File: src/verilog/cfj_pkg.sv
// Constants, register map and carrier types of the flag and jump unit.
package cfj_pkg;

  ////////////////////////////////////////////////////////////////////////////
  // Register map, byte addresses on the Avalon slave.
  localparam int unsigned ADDR_W    = 5;
  localparam logic [4:0]  OFF_CTRL  = 5'h00;
  localparam logic [4:0]  OFF_DST   = 5'h04;
  localparam logic [4:0]  OFF_SRC   = 5'h08;
  localparam logic [4:0]  OFF_SR    = 5'h0C;
  localparam logic [4:0]  OFF_PC    = 5'h10;
  localparam logic [4:0]  OFF_INSTR = 5'h14;

  ////////////////////////////////////////////////////////////////////////////
  // Status register bit positions and mask of implemented bits.
  localparam int unsigned SR_C      = 0;
  localparam int unsigned SR_Z      = 1;
  localparam int unsigned SR_N      = 2;
  localparam int unsigned SR_IE       = 3;
  localparam int unsigned SR_PROC_OFF = 4;
  localparam int unsigned SR_OSC_OFF  = 5;
  localparam int unsigned SR_V      = 8;
  localparam logic [15:0] SR_MASK   = 16'h013F;

  ////////////////////////////////////////////////////////////////////////////
  // Control and instruction fields.
  localparam int unsigned CTRL_OP_LSB   = 0;
  localparam int unsigned CTRL_BYTE_BIT = 3;
  localparam int unsigned CTRL_TAKEN    = 8;
  localparam int unsigned OFS_W         = 10;
  localparam int unsigned COND_LSB      = 10;

  ////////////////////////////////////////////////////////////////////////////
  // Reset values.
  localparam logic [15:0] SR_RST    = 16'h0000;
  localparam logic [15:0] PC_RST    = 16'h0000;
  localparam logic [15:0] DATA_RST  = 16'h0000;

  ////////////////////////////////////////////////////////////////////////////
  // Operand constants.
  localparam logic [15:0] W_ONE       = 16'h0001;
  localparam logic [15:0] W_TWO       = 16'h0002;
  localparam logic [15:0] W_ONES      = 16'hFFFF;
  localparam logic [15:0] W_ONES_M1   = 16'hFFFE;
  localparam logic [15:0] W_MAXPOS    = 16'h7FFF;
  localparam logic [15:0] W_MAXPOS_M1 = 16'h7FFE;
  localparam logic [7:0]  B_ONE       = 8'h01;
  localparam logic [7:0]  B_TWO       = 8'h02;
  localparam logic [7:0]  B_ONES      = 8'hFF;
  localparam logic [7:0]  B_ONES_M1   = 8'hFE;
  localparam logic [7:0]  B_MAXPOS    = 8'h7F;
  localparam logic [7:0]  B_MAXPOS_M1 = 8'h7E;
  localparam logic [15:0] PC_STEP     = 16'h0002;

  ////////////////////////////////////////////////////////////////////////////
  // Types.
  typedef enum logic [2:0] {
    OP_INC, OP_INC2, OP_NOT, OP_COPY, OP_NOP, OP_JUMP
  } cfj_op_t;

  typedef enum logic [2:0] {
    COND_NE, COND_EQ, COND_NC, COND_C, COND_N, COND_GE, COND_L, COND_ALWAYS
  } cfj_cond_t;

  typedef struct packed {
    logic v;
    logic n;
    logic z;
    logic c;
  } cfj_flags_t;

  typedef struct packed {
    logic    byte_mode;
    logic [2:0] op;
  } cfj_ctrl_t;

endpackage : cfj_pkg

File: src/verilog/cfj_unit.sv
// Flag-setting execution and relative jump unit with an Avalon-MM slave.
`timescale 1ns/1ps

module cfj_unit (
  input  wire logic                       CORE_CLK,
  input  wire logic                       RSTN,
  input  wire logic                       CE,
  input  wire logic [cfj_pkg::ADDR_W-1:0] AVS_ADDRESS,
  input  wire logic                       AVS_READ,
  input  wire logic                       AVS_WRITE,
  input  wire logic [31:0]                AVS_WRITEDATA,
  input  wire logic [3:0]                 AVS_BYTEENABLE,
  output logic      [31:0]                AVS_READDATA,
  output logic                            AVS_WAITREQUEST,
  output logic                            EXEC_DONE,
  output logic      [15:0]                PC_OUT
);

  ////////////////////////////////////////////////////////////////////////////
  // State.
  cfj_pkg::cfj_ctrl_t ctrl_q;
  cfj_pkg::cfj_ctrl_t ctrl_d;
  logic [15:0]        dst_q;
  logic [15:0]        dst_d;
  logic [15:0]        src_q;
  logic [15:0]        src_d;
  logic [15:0]        sr_q;
  logic [15:0]        sr_d;
  logic [15:0]        pc_q;
  logic [15:0]        pc_d;
  logic [15:0]        instr_q;
  logic [15:0]        instr_d;
  logic               taken_q;
  logic               taken_d;
  logic               ack_q;
  logic               done_q;
  logic [31:0]        rdata_q;

  ////////////////////////////////////////////////////////////////////////////
  // Bus decode. Every access takes one wait state, more while CE is low, so that read
  // data is registered and a write lands on a single, known edge.
  logic        req;
  logic        accept;
  logic        wr_acc;
  logic        first;
  logic        sel_ctrl;
  logic        sel_dst;
  logic        sel_src;
  logic        sel_sr;
  logic        sel_pc;
  logic        sel_instr;
  logic [15:0] wdata;
  logic [1:0]  be;
  logic [31:0] rd_mux;

  assign req       = AVS_READ | AVS_WRITE;
  assign accept    = req & ack_q & CE;
  assign wr_acc    = AVS_WRITE & accept;
  assign first     = req & ~ack_q & CE;
  assign sel_ctrl  = AVS_ADDRESS == cfj_pkg::OFF_CTRL;
  assign sel_dst   = AVS_ADDRESS == cfj_pkg::OFF_DST;
  assign sel_src   = AVS_ADDRESS == cfj_pkg::OFF_SRC;
  assign sel_sr    = AVS_ADDRESS == cfj_pkg::OFF_SR;
  assign sel_pc    = AVS_ADDRESS == cfj_pkg::OFF_PC;
  assign sel_instr = AVS_ADDRESS == cfj_pkg::OFF_INSTR;
  assign wdata     = AVS_WRITEDATA[15:0];
  assign be        = AVS_BYTEENABLE[1:0];
  assign AVS_WAITREQUEST = req & ~(ack_q & CE);

  // Unmapped addresses read zero; the upper half word always reads zero.
  assign rd_mux =
      sel_ctrl  ? {23'h000000, taken_q, 4'h0, ctrl_q} :
      sel_dst   ? {16'h0000, dst_q} :
      sel_src   ? {16'h0000, src_q} :
      sel_sr    ? {16'h0000, sr_q & cfj_pkg::SR_MASK} :
      sel_pc    ? {16'h0000, pc_q} :
      sel_instr ? {16'h0000, instr_q} : 32'h00000000;

  function automatic logic [15:0] merge(input logic [15:0] old,
                                        input logic [15:0] nw,
                                        input logic [1:0]  en);
    merge = {en[1] ? nw[15:8] : old[15:8], en[0] ? nw[7:0] : old[7:0]};
  endfunction : merge

  ////////////////////////////////////////////////////////////////////////////
  // Operand views and arithmetic results.
  cfj_pkg::cfj_ctrl_t new_ctrl;
  logic               exec;
  logic               bm;
  logic [7:0]         db;
  logic [15:0]        inc_res;
  logic [15:0]        inc2_res;
  logic [15:0]        not_res;
  logic [15:0]        copy_res;

  assign new_ctrl = cfj_pkg::cfj_ctrl_t'(wdata[3:0]);
  assign exec     = wr_acc & sel_ctrl & be[0];
  assign bm       = new_ctrl.byte_mode;
  assign db       = dst_q[7:0];

  // Byte forms write the low byte and clear the high byte of the result.
  assign inc_res  = bm ? {8'h00, db + cfj_pkg::B_ONE}
                       : dst_q + cfj_pkg::W_ONE;
  assign inc2_res = bm ? {8'h00, db + cfj_pkg::B_TWO}
                       : dst_q + cfj_pkg::W_TWO;
  assign not_res  = bm ? {8'h00, db ^ cfj_pkg::B_ONES}
                       : dst_q ^ cfj_pkg::W_ONES;
  assign copy_res = bm ? {8'h00, src_q[7:0]} : src_q;

  // Sign bit picker for the active width.
  function automatic logic msb_of(input logic [15:0] v, input logic b);
    msb_of = b ? v[7] : v[15];
  endfunction : msb_of

  ////////////////////////////////////////////////////////////////////////////
  // Flag equations per operation.
  cfj_pkg::cfj_flags_t f_inc;
  cfj_pkg::cfj_flags_t f_inc2;
  cfj_pkg::cfj_flags_t f_not;
  cfj_pkg::cfj_flags_t f_old;
  logic                wrap1;
  logic                wrap2;

  assign wrap1 = bm ? db == cfj_pkg::B_ONES : dst_q == cfj_pkg::W_ONES;
  assign wrap2 = bm ? db == cfj_pkg::B_ONES_M1
                    : dst_q == cfj_pkg::W_ONES_M1;

  assign f_inc.z = wrap1;
  assign f_inc.c = wrap1;
  assign f_inc.v = bm ? db == cfj_pkg::B_MAXPOS
                      : dst_q == cfj_pkg::W_MAXPOS;
  assign f_inc.n = msb_of(inc_res, bm);

  assign f_inc2.z = wrap2;
  assign f_inc2.c = wrap1 | wrap2;
  assign f_inc2.v = bm ? (db == cfj_pkg::B_MAXPOS ||
                          db == cfj_pkg::B_MAXPOS_M1)
                       : (dst_q == cfj_pkg::W_MAXPOS ||
                          dst_q == cfj_pkg::W_MAXPOS_M1);
  assign f_inc2.n = msb_of(inc2_res, bm);

  assign f_not.z = not_res == 16'h0000;
  assign f_not.c = ~f_not.z;
  assign f_not.v = msb_of(dst_q, bm);
  assign f_not.n = msb_of(not_res, bm);

  assign f_old.v = sr_q[cfj_pkg::SR_V];
  assign f_old.n = sr_q[cfj_pkg::SR_N];
  assign f_old.z = sr_q[cfj_pkg::SR_Z];
  assign f_old.c = sr_q[cfj_pkg::SR_C];

  // Only the four arithmetic flags are rewritten, so the mode bits pass.
  function automatic logic [15:0] put_flags(input logic [15:0] sr,
                                            input cfj_pkg::cfj_flags_t f);
    logic [15:0] r;
    r = sr;
    r[cfj_pkg::SR_C] = f.c;
    r[cfj_pkg::SR_Z] = f.z;
    r[cfj_pkg::SR_N] = f.n;
    r[cfj_pkg::SR_V] = f.v;
    put_flags = r;
  endfunction : put_flags

  ////////////////////////////////////////////////////////////////////////////
  // Jump condition and target.
  cfj_pkg::cfj_cond_t cond;
  logic               take;
  logic [15:0]        ofs2;
  logic [15:0]        pc_next;
  logic [15:0]        pc_jump;

  assign cond = cfj_pkg::cfj_cond_t'(instr_q[cfj_pkg::COND_LSB +: 3]);
  assign ofs2 = {{5{instr_q[cfj_pkg::OFS_W-1]}},
                 instr_q[cfj_pkg::OFS_W-1:0], 1'b0};
  assign pc_next = pc_q + cfj_pkg::PC_STEP;
  // The offset is added to a counter that already points past the jump.
  assign pc_jump = pc_next + ofs2;

  always_comb begin
    take = 1'b0;
    unique case (cond)
      cfj_pkg::COND_NE:     take = ~f_old.z;
      cfj_pkg::COND_EQ:     take = f_old.z;
      cfj_pkg::COND_NC:     take = ~f_old.c;
      cfj_pkg::COND_C:      take = f_old.c;
      cfj_pkg::COND_N:      take = f_old.n;
      cfj_pkg::COND_GE:     take = ~(f_old.n ^ f_old.v);
      cfj_pkg::COND_L:      take = f_old.n ^ f_old.v;
      cfj_pkg::COND_ALWAYS: take = 1'b1;
    endcase
  end

  ////////////////////////////////////////////////////////////////////////////
  // Next-state selection: software writes, then instruction execution.
  always_comb begin
    ctrl_d  = ctrl_q;
    dst_d   = dst_q;
    src_d   = src_q;
    sr_d    = sr_q;
    pc_d    = pc_q;
    instr_d = instr_q;
    taken_d = taken_q;
    if (wr_acc && sel_dst) begin
      dst_d = merge(dst_q, wdata, be);
    end
    if (wr_acc && sel_src) begin
      src_d = merge(src_q, wdata, be);
    end
    if (wr_acc && sel_sr) begin
      sr_d = merge(sr_q, wdata, be) & cfj_pkg::SR_MASK;
    end
    if (wr_acc && sel_pc) begin
      pc_d = merge(pc_q, wdata, be);
    end
    if (wr_acc && sel_instr) begin
      instr_d = merge(instr_q, wdata, be);
    end
    if (exec) begin
      ctrl_d = new_ctrl;
      unique case (new_ctrl.op)
        cfj_pkg::OP_INC: begin
          dst_d = inc_res;
          sr_d  = put_flags(sr_q, f_inc);
          pc_d  = pc_next;
        end
        cfj_pkg::OP_INC2: begin
          dst_d = inc2_res;
          sr_d  = put_flags(sr_q, f_inc2);
          pc_d  = pc_next;
        end
        cfj_pkg::OP_NOT: begin
          dst_d = not_res;
          sr_d  = put_flags(sr_q, f_not);
          pc_d  = pc_next;
        end
        cfj_pkg::OP_COPY: begin
          dst_d = copy_res;
          pc_d  = pc_next;
        end
        cfj_pkg::OP_NOP: begin
          // Zero moved into the constant source leaves no trace.
          pc_d  = pc_next;
        end
        cfj_pkg::OP_JUMP: begin
          pc_d    = take ? pc_jump : pc_next;
          taken_d = take;
        end
        default: begin
          // Undefined codes are recorded but change nothing else.
          ctrl_d = new_ctrl;
        end
      endcase
    end
  end

  ////////////////////////////////////////////////////////////////////////////
  // Registers.
  always_ff @(posedge CORE_CLK or negedge RSTN) begin
    if (!RSTN) begin
      ctrl_q  <= '0;
      dst_q   <= cfj_pkg::DATA_RST;
      src_q   <= cfj_pkg::DATA_RST;
      sr_q    <= cfj_pkg::SR_RST;
      pc_q    <= cfj_pkg::PC_RST;
      instr_q <= cfj_pkg::DATA_RST;
      taken_q <= 1'b0;
    end else if (CE) begin
      ctrl_q  <= ctrl_d;
      dst_q   <= dst_d;
      src_q   <= src_d;
      sr_q    <= sr_d;
      pc_q    <= pc_d;
      instr_q <= instr_d;
      taken_q <= taken_d;
    end
  end

  always_ff @(posedge CORE_CLK or negedge RSTN) begin
    if (!RSTN) begin
      ack_q   <= 1'b0;
      done_q  <= 1'b0;
      rdata_q <= 32'h00000000;
    end else if (CE) begin
      ack_q  <= req & ~ack_q;
      done_q <= exec;
      if (first) begin
        rdata_q <= rd_mux;
      end
    end
  end

  assign AVS_READDATA = rdata_q;
  assign EXEC_DONE    = done_q;
  assign PC_OUT       = pc_q;

endmodule : cfj_unit

File: config.mk
export PLATFORM = sky130hd
export DESIGN_NAME = cfj_unit
export DESIGN_NICKNAME = d
export VERILOG_FILES = /design/src/verilog/cfj_pkg.sv /design/src/verilog/cfj_unit.sv
export SDC_FILE = /design/constraint.sdc
export NUM_CORES = 1
export LEC_CHECK = 0
export ABC_CLOCK_PERIOD_IN_PS = 7400
export BUFFER_PORTS_ARGS = -buffer_cell sky130_fd_sc_hd__buf_2
export CAP_MARGIN = 20
export CORE_MARGIN = 3
export CORE_UTILIZATION = 60
export DETAILED_ROUTE_END_ITERATION = 10
export GPL_ROUTABILITY_DRIVEN = 0
export PLACE_DENSITY_LB_ADDON = 0.3
export SYNTH_ARGS = -nofsm -noshare
export SYNTH_HDL_FRONTEND = slang
export SYNTH_SLANG_ARGS = --single-unit
File: constraint.sdc
create_clock -name CORE_CLK -period 7.4 [get_ports CORE_CLK]
set_input_delay 1.48 -clock CORE_CLK [delete_from_list [all_inputs] [get_ports CORE_CLK]]
set_output_delay 1.48 -clock CORE_CLK [all_outputs]
set_load 0.01 [all_outputs]
==> impl_metrics.toml, run 1 <==
[run_status]
run_status = "complete, no violations"

[synth]
postSynthCellCount = 740
syn_avg_cell_area_um2 = 8.757
yosysTopAreaCellShare_pct = 36.30
ys_seq_elements = 94
syn_area_mm2 = 0.006480
synth-edff-count = 0
synth-async-reset-ratio_pct = 100.0
yosysUniqueCellTypes = 72
yosys_warnings = 0
yosys_most_used_dff = "dfrtp_1"
seq_area_frac_synth_pct = 36.30
yosys.area.top_type = "dfrtp_1"
ys_top_cells_by_area = "dfrtp_1 (36%), mux2_2 (5.9%), nand2_1 (5.0%)"

[timing]
max_freq_mhz = 258.7
worst_slack_ns = 3.534
period_needed_ns = 3.866
slew_headroom_pct = 25.28
whs_ns = 0.4797
maxSlewViolCount = 0
setup_violations = 0
finalHoldViolCount = 0
rsz0062_at_grt = "false"
finalCritPeriodShare_pct = 52.24
tightest_slew_ns = 1.118
fin_setup_tns_ns = 0
finClkSkew_ns = 0.008890

[power_and_ir_drop]
p_per_area_mw_per_mm2 = 159.5
p_leak_nw = 3.133
ir_drop_mv = 0.07455

[global_routing]
antenna_found_initial = 0
grt_start_max_net_pins = 67
grt_util_all_layers_pct = 30.35
grt_pass1_wl_um = 28590
grt_pass1_vias = 5642
grt_overflow_total = 0

[layout]
fin_area_mm2 = 0.006918
nNetsFinal = 840
syn2layout_area_growth_pct = 6.758
fillCellCount = 856
fin_util_pct = 66.41
num_antenna_cells = 0
drive_gt1_share_pct = 17.35
layout_commonest_cell = "dfrtp_1"
final_cell_mix = "dfrtp_1 (94), nand2_1 (86), nor2_1 (62)"

[setup_path]
worst_ep_arrival_time_ns = 4.12
critPathRequiredTime_ns = 7.65
critPathMaxFanout = 36
max_stage_delay_ns = 0.64
criticalPathCategory = "input pin to register"
start_kind = "input pin"
critPathSlowestCell = "buf_2"
end_kind = "register"
worstPathCellList = "buf_2 -> inv_1 -> and3_1 -> nand2b_1 -> nand2_1 -> o22ai_1 -> a21oi_1"

[place]
dp_hpwl_um = 12980
place_area_mm2 = 0.006749
io_buffers = 61
post-place-ws_ns = 3.250

[routing]
vias = 5979
drc_errors = 0
wl_per_cell_um = 19.61
firstDrtPassIters = 7
wl_um = 17920
drtIter0Drc = 719
ant_nets = 0
avgViaCountPerCell = 6.542

[floorplan]
die_area_mm2 = 0.01208
ios = 96
core_region_area_mm2 = 0.01042
die_w_um = 109.9
die_y_um = 109.9
initial_core_util_pct = 62.21
row_count = 37

[clock_network]
cts-htree-levels = 3
cts_tree = "yes"
ctsResizeCount = 0
clk_path_buf_depth = 2
post_cts_buffers = 0
postCtsHoldBufs = 0
cts.sinks = 94
clkLatencyLatePin_ns = 0.37
cts.clk_slew.worst_paths_ns = 0.09
cts_inserted_buffers = 9
root_buffer = "clkbuf_8"

[flow_run]
max-cap-violations = 0

[hold_path]
hold_path.class = "register to register"
[report_power, final]
part,leakage [nW],internal (W),switching (W)
Combinational,1.79,0.0000771,0.000120
Clock,0.0796,0.000131,0.000180
Sequential,1.27,0.000547,0.0000484
Total,3.13,0.000755,0.000348
[state kept, by name, summed over array words and instances (netlist names)]
| name | cells |
|---|---|
| taken_q | 1 |
| instr_q | 16 |
| dst_q | 16 |
| AVS_READDATA | 16 |
| src_q | 16 |
| EXEC_DONE | 1 |
| sr_q | 7 |
| PC_OUT | 16 |
| ctrl_q | 4 |
| ack_q | 1 |
[synth_stat cells, drive strengths merged, types with 5 or more instances]
cell	instances
nand2	89
xnor2	17
mux2	34
o21ai	66
and3	5
a222oi	5
nand4	8
mux2i	17
a221oi	15
a31oi	9
and2	5
nand2b	7
clkbuf	23
inv	17
dfrtp	94
a21oi	34
a211oi	6
nor4	9
nor3	15
o22ai	16
o221ai	5
buf	36
nand3	25
a22oi	24
xor2	21
nor2	63
o211ai	7
ha	20
[layer usage]
| layer | up-vias | track usage, % | wire, um |
|---|---|---|---|
| li1 | 2754 | - | - |
| met1 | 2845 | 42.95 | 7500 |
| met2 | 342 | 47.10 | 8193 |
| met3 | 38 | 4.756 | 1850 |
| met4 | 0 | 11.04 | 377 |
| met5 | - | 0 | 0 |
[area by class of cell]
cell class | instances | area [um2] | share of cell area, %
clock buffer | 13 | 148.9 | 2.152
sequential | 94 | 2352 | 34.00
multi-input combinational | 585 | 3817 | 55.18
tap | 136 | 170.2 | 2.460
clock inverter | 3 | 20.02 | 0.2894
inverter | 17 | 63.81 | 0.9224
timing repair buffer | 66 | 345.3 | 4.992
[stage by stage]
stage / total power, W / std cells
2_1_floorplan: 0.0007308 / 755
3_3_place_gp: 0.0007884 / 898
3_5_place_dp: 0.0007971 / 898
4_1_cts: 0.001101 / 914
5_1_grt: 0.001150 / 914
6_report: 0.001104 / 914
[critical path: cells and delay by family]
family                 cells  cell delay [ns]
AO/OA/AOI/OAI              2             0.32
buffers and inverters      2             0.90
AND/OR/NAND/NOR            3             1.39
[path summary, 6_finish.rpt]
kind	end	cells past startpoint	slack (ns)	startpoint
max	dst_q[6]$_DFFE_PN0P_	7	3.53	AVS_ADDRESS[2]
min	AVS_READDATA[6]$_DFFE_PN0P_	2	0.48	AVS_READDATA[6]$_DFFE_PN0P_
max reg2reg	PC_OUT[15]$_DFFE_PN0P_	12	4.11	PC_OUT[1]$_DFFE_PN0P_
min reg2reg	AVS_READDATA[6]$_DFFE_PN0P_	2	0.48	AVS_READDATA[6]$_DFFE_PN0P_
max in group asynchronous	src_q[12]$_DFFE_PN0P_	2	5.22	RSTN
min in group asynchronous	AVS_READDATA[7]$_DFFE_PN0P_	1	1.02	RSTN
[kinds of logic after synthesis]
group	Yosys count	share of synthesized area, %
compound gates	212	21.43
xor+xnor	38	5.136
fa+ha+maj	21	4.171
mux	51	8.534
flops	94	36.30
buf+inv	76	5.754
other cells	1	0.05787
simple gates	247	18.61
Note: power is estimated with default switching activity, not from simulation.
==> inputs of run 2 (changes only) <==
Settings changed: ABC_AREA from default to 1, ABC_CLOCK_PERIOD_IN_PS 7400 to 3350, CORE_UTILIZATION 60 to 54.
Clock period 7.4 ns to 3.35 ns, I/O delays scaled along.
==> impl_metrics.toml, run 2 <==
[power_and_ir_drop]
clockPowerShare_pct = 33.3
p_leak_nw = 3.984
swShare_pct = 34.13
ir_drop_mv = 0.3223
p_comb_share_pct = 23.3
internal_power_w = 0.002048
power_switching_w = 0.001061
seq_power_share_pct = 43.4
p_per_area_mw_per_mm2 = 390.4

[layout]
syn2layout_area_growth_pct = 9.700
nNetsFinal = 1213
fillCellCount = 1238
layout_commonest_cell = "nand2_1"
regArea_mm2 = 0.002352
final_cell_mix = "nand2_1 (295), o21ai_0 (139), inv_1 (120)"
num_antenna_cells = 0
drive_gt1_share_pct = 11.21
multi_input_area_mm2 = 0.004203

[setup_path]
criticalPathCategory = "register to register"
end_kind = "register"
worst_ep_arrival_time_ns = 3.25
start_kind = "register"
critPathMaxFanout = 7
critPathRequiredTime_ns = 3.60

[global_routing]
grt_start_max_net_pins = 91
grt_overflow_total = 0
grt_util_all_layers_pct = 31.44
antenna_found_initial = 0
grt_pass1_wl_um = 36560
grt_pass1_vias = 7117

[clock_network]
clk_path_buf_depth = 2
cts_inserted_buffers = 9
postCtsHoldBufs = 0
cts_tree = "yes"
post_cts_buffers = 0
ctsResizeCount = 0
clkLatencyLatePin_ns = 0.36
cts.sinks = 94
cts.clk_slew.worst_paths_ns = 0.06
cts-htree-levels = 3
root_buffer = "clkbuf_16"

[timing]
finalCritPeriodShare_pct = 89.57
slew_headroom_pct = 58.06
finClkSkew_ns = 0.008006
rsz0062_at_grt = "false"
whs_ns = 0.1114
fin_setup_tns_ns = 0
worst_slack_ns = 0.3494
setup_violations = 0
period_needed_ns = 3.001
max_freq_mhz = 333.3
tightest_slew_ns = 0.6225
finalHoldViolCount = 0
maxSlewViolCount = 0

[floorplan]
die_y_um = 122.0
die_w_um = 122.0
ios = 96
initial_core_util_pct = 56.40
row_count = 41
core_region_area_mm2 = 0.01288
die_area_mm2 = 0.01488

[synth]
yosysTopAreaCellShare_pct = 32.39
ys_seq_elements = 94
synth_commonest_cells = "nand2_1 (295), o21ai_0 (139), inv_1 (120)"
yosys.area.top_type = "dfrtp_1"
yosysUniqueCellTypes = 44
syn_avg_cell_area_um2 = 6.632
postSynthCellCount = 1095
ys_top_cells_by_area = "dfrtp_1 (32%), nand2_1 (15%), o21ai_0 (9.6%)"
yosys_warnings = 0
synth-async-reset-ratio_pct = 100.0
synth-edff-count = 0
yosys_most_used_dff = "dfrtp_1"
seq_area_frac_synth_pct = 32.39
synth.most_common_cell = "nand2_1"
syn_area_mm2 = 0.007262

[place]
dp_hpwl_um = 17550
io_buffers = 61
post-place-ws_ns = 0.4538

[routing]
avgViaCountPerCell = 5.974
wl_per_cell_um = 17.52
drc_errors = 0
drtIter0Drc = 974
wl_um = 23170
firstDrtPassIters = 6
ant_nets = 0
vias = 7903

[flow_run]
max-cap-violations = 0

[run_status]
run_status = "complete, no violations"

[hold_path]
hold_path.class = "input pin to async pin"
-- run 2: final timing paths --
| check | cells past startpoint | from | slack (ns) | to |
|---|---|---|---|---|
| worst max-delay path | 20 | PC_OUT[1]$_DFFE_PN0P_ | 0.35 | PC_OUT[15]$_DFFE_PN0P_ |
| worst min-delay path | 1 | RSTN | 0.11 | PC_OUT[4]$_DFFE_PN0P_ |
| worst max register to register | 20 | PC_OUT[1]$_DFFE_PN0P_ | 0.35 | PC_OUT[15]$_DFFE_PN0P_ |
| worst min register to register | 2 | AVS_READDATA[7]$_DFFE_PN0P_ | 0.48 | AVS_READDATA[7]$_DFFE_PN0P_ |
| max in group asynchronous | 2 | RSTN | 2.56 | PC_OUT[15]$_DFFE_PN0P_ |
| min in group CORE_CLK | 2 | AVS_READDATA[7]$_DFFE_PN0P_ | 0.48 | AVS_READDATA[7]$_DFFE_PN0P_ |
-- run 2: cells by family (layout without fill, tap and decap cells) --
| family | after synthesis | after routing | share of synthesized area, % |
|---|---|---|---|
| AO/OA/AOI/OAI | 266 | 266 | 20.16 |
| XOR/XNOR | 19 | 19 | 2.292 |
| adder cells (fa/ha/maj) | 21 | 21 | 3.722 |
| buffers and inverters | 180 | 221 | 10.51 |
| flip-flops | 94 | 94 | 32.39 |
| other | 1 | 16 | 0.05164 |
| AND/OR/NAND/NOR | 514 | 514 | 30.88 |
-- run 2: power groups by stage --
| stage | clock network, W | logic [W] | registers, W |
|---|---|---|---|
| 2_1_floorplan | 0 | 0.000493 | 0.00134 |
| 3_3_place_gp | 0 | 0.000693 | 0.00136 |
| 3_5_place_dp | 0 | 0.000706 | 0.00137 |
| 4_1_cts | 0.00104 | 0.000712 | 0.00134 |
| 5_1_grt | 0.00109 | 0.000810 | 0.00136 |
| 6_report | 0.00104 | 0.000723 | 0.00135 |
-- run 2: metrics by stage --
stage / instances / total power, W / instance area, um2 / util [%]
detailed placement: 1307 / 0.002071 / 7676 / 59.62
global route: 1323 / 0.003261 / 7966 / 61.87
CTS: 1323 / 0.003099 / 7966 / 61.87
floorplan: 1110 / 0.001836 / 7318 / -
global placement: 1307 / 0.002054 / 7676 / 59.62
finish: 1323 / 0.003110 / 7966 / 61.87
-- run 2: metal layers --
metal / share of wire [%] / track usage (%)
met1: 42 / 44.45
met2: 43 / 47.62
met3: 11 / 6.732
met4: 3.9 / 11.34
met5: 0 / 0
-- run 2: final cells by class --
| cell class | count | area share [%] |
|---|---|---|
| clock buffers | 10 | 2.874 |
| clock inverters | 6 | 0.7696 |
| inverters | 132 | 6.220 |
| multi-input cells | 836 | 52.76 |
| flip-flops and latches | 94 | 29.53 |
| well taps | 172 | 2.701 |
| repair buffers | 73 | 5.152 |
-- run 2: critical path: stages (launching register included) --
cell	delay (ns)
dfrtp_1	0.47
ha_1	0.24
nand3_1	0.15
nor3_1	0.33
nand2_1	0.11
xor2_1	0.20
inv_1	0.08
ha_1	0.37
nand2_1	0.09
nor2_1	0.13
nand3_1	0.09
inv_1	0.06
nand2_1	0.05
nand2_1	0.10
inv_1	0.05
nand2_1	0.06
nand3_1	0.07
nand2_1	0.07
nand2_1	0.05
nand2_1	0.07
nand2_1	0.05
==> inputs of run 3 (changes only) <==
Settings changed: ABC_CLOCK_PERIOD_IN_PS 3350 to 3500, CORE_UTILIZATION 54 to 60.
Clock period 3.35 ns to 3.5 ns, I/O delays scaled along.
==> impl_metrics.toml, run 3 (synthesis results as in run 2) <==
[power_and_ir_drop]
power_switching_w = 0.0009961
p_leak_nw = 3.963
p_comb_share_pct = 23.0
p_per_area_mw_per_mm2 = 376.0
swShare_pct = 33.55
clockPowerShare_pct = 33.5
seq_power_share_pct = 43.5
ir_drop_mv = 0.3934
internal_power_w = 0.001973

[clock_network]
cts.sinks = 94
cts-htree-levels = 3
cts_tree = "yes"
post_cts_buffers = 0
clk_path_buf_depth = 2
postCtsHoldBufs = 0
cts_inserted_buffers = 9
clkLatencyLatePin_ns = 0.36
cts.clk_slew.worst_paths_ns = 0.06
ctsResizeCount = 0
root_buffer = "clkbuf_16"

[setup_path]
r2r_cells = 19
max_stage_delay_ns = 0.47
critPathRequiredTime_ns = 3.75
timing.rr.end = "PC_OUT[15]$_DFFE_PN0P_"
criticalPathCategory = "register to register"
end_kind = "register"
critPathSlowestCell = "dfrtp_1"
r2r_start = "PC_OUT[1]$_DFFE_PN0P_"
cp_common_cell = "nand2_1"
start_kind = "register"
r2r_slack_ns = 0.46
worstPathCellList = "ha_1 -> nand3_1 -> nor2_1 -> nand2_1 -> xor2_1 -> ha_1 -> nand2_1 -> nor2_1 -> nand3_1 -> inv_1 -> nand2_1 -> nand2_1 -> inv_1 -> nand2_1 -> nand3_1 -> nand2_1 -> nand2_1 -> nand2_1 -> nand2_1"
worst_ep_arrival_time_ns = 3.28
critPathMaxFanout = 7

[timing]
finalHoldViolCount = 0
finalCritPeriodShare_pct = 86.77
whs_ns = 0.3079
fin_setup_tns_ns = 0
setup_violations = 0
finClkSkew_ns = 0.005208
slew_headroom_pct = 52.14
period_needed_ns = 3.037
maxSlewViolCount = 0
max_freq_mhz = 329.3
tightest_slew_ns = 0.7141
rsz0062_at_grt = "false"

[place]
dp_cells = 1275
io_buffers = 61
place_area_mm2 = 0.007605
dp_hpwl_um = 17340

[layout]
fin_area_mm2 = 0.007895
fin_util_pct = 67.98
final_cell_mix = "nand2_1 (295), o21ai_0 (139), inv_1 (120)"
num_antenna_cells = 0
syn2layout_area_growth_pct = 8.718
drive_gt1_share_pct = 10.90
nNetsFinal = 1210
stdcell_count = 1290
regArea_mm2 = 0.002352
multi_input_area_mm2 = 0.004203
fillCellCount = 1098
layout_commonest_cell = "nand2_1"

[global_routing]
antenna_found_initial = 0
grt_start_max_net_pins = 38
grt_util_all_layers_pct = 34.74
grt_pass1_vias = 7240
grt_overflow_total = 0
grt_pass1_wl_um = 36400

[hold_path]
hold_path.class = "input pin to async pin"

[routing]
wl_met3_um = 2551
avgViaCountPerCell = 6.093
drc_errors = 0
drtIter0Drc = 953
wl_met1_um = 9397
topRoutingLayerUsed = "met4"
wl_per_cell_um = 17.61
vias = 7860
ant_nets = 0
wl_met2_um = 9773
wl_um = 22720
firstDrtPassIters = 6

[floorplan]
core_region_area_mm2 = 0.01161
row_count = 39
die_y_um = 116.0
ios = 96
die_area_mm2 = 0.01346
die_w_um = 116.0
initial_core_util_pct = 62.53

[run_status]
run_status = "complete, no violations"

[flow_run]
max-cap-violations = 0
## run 3: cell count changes in the layout (fill, tap and decap cells not counted)
cell / previous run / this run
inv_6: 1 / 0
buf_12: 1 / 0
clkinv_2: 3 / 2
clkbuf_8: 0 / 1
buf_4: 12 / 10
## run 3: stage by stage
| stage | power (W) | worst slack, ns |
|---|---|---|
| finish | 0.002969 | 0.4630 |
| global route | 0.003120 | 0.2216 |
| CTS | 0.002957 | 0.5754 |
| detailed placement | 0.001974 | 0.5911 |
| global placement | 0.001958 | 0.6583 |
| floorplan | 0.001757 | 1.015 |
## run 3: final cells by class
cell class,count,share of cell area [%]
Inverter,132,6.276
Clock inverter,4,0.6022
Sequential cell,94,29.79
Timing Repair Buffer,70,4.754
Clock buffer,11,3.074
Tap cell,143,2.266
Multi-Input combinational cell,836,53.23
## run 3: layer usage
layer | track usage [%] | up-vias
met5 | 0 | -
met4 | 16.94 | 0
met3 | 7.937 | 79
met2 | 51.90 | 503
met1 | 47.68 | 3574
li1 | - | 3704
## run 3: worst max path at each step
stage                                from                     end  cells past startpoint
finish              PC_OUT[1]$_DFFE_PN0P_  PC_OUT[15]$_DFFE_PN0P_                     19
global placement    PC_OUT[1]$_DFFE_PN0P_  PC_OUT[15]$_DFFE_PN0P_                     19
global route        PC_OUT[1]$_DFFE_PN0P_  PC_OUT[15]$_DFFE_PN0P_                     19
CTS                 PC_OUT[1]$_DFFE_PN0P_  PC_OUT[15]$_DFFE_PN0P_                     19
detailed placement  PC_OUT[1]$_DFFE_PN0P_  PC_OUT[15]$_DFFE_PN0P_                     19
floorplan           PC_OUT[1]$_DFFE_PN0P_  PC_OUT[15]$_DFFE_PN0P_                     20
## run 3: worst max-delay path, delay by kind of cell (launching register included)
kind          cells  cell delay [ns]
fa+ha+maj         2             0.60
simple gates     14             1.57
buf+inv           2             0.11
flops             1             0.47
xor+xnor          1             0.19
## run 3: power by group through the flow
stage	clock (W)	sequential, W	combinational (W)
2_1_floorplan	0	0.00129	0.000472
3_3_place_gp	0	0.00130	0.000655
3_5_place_dp	0	0.00131	0.000668
4_1_cts	0.000998	0.00129	0.000673
5_1_grt	0.00104	0.00130	0.000771
6_report	0.000994	0.00129	0.000684
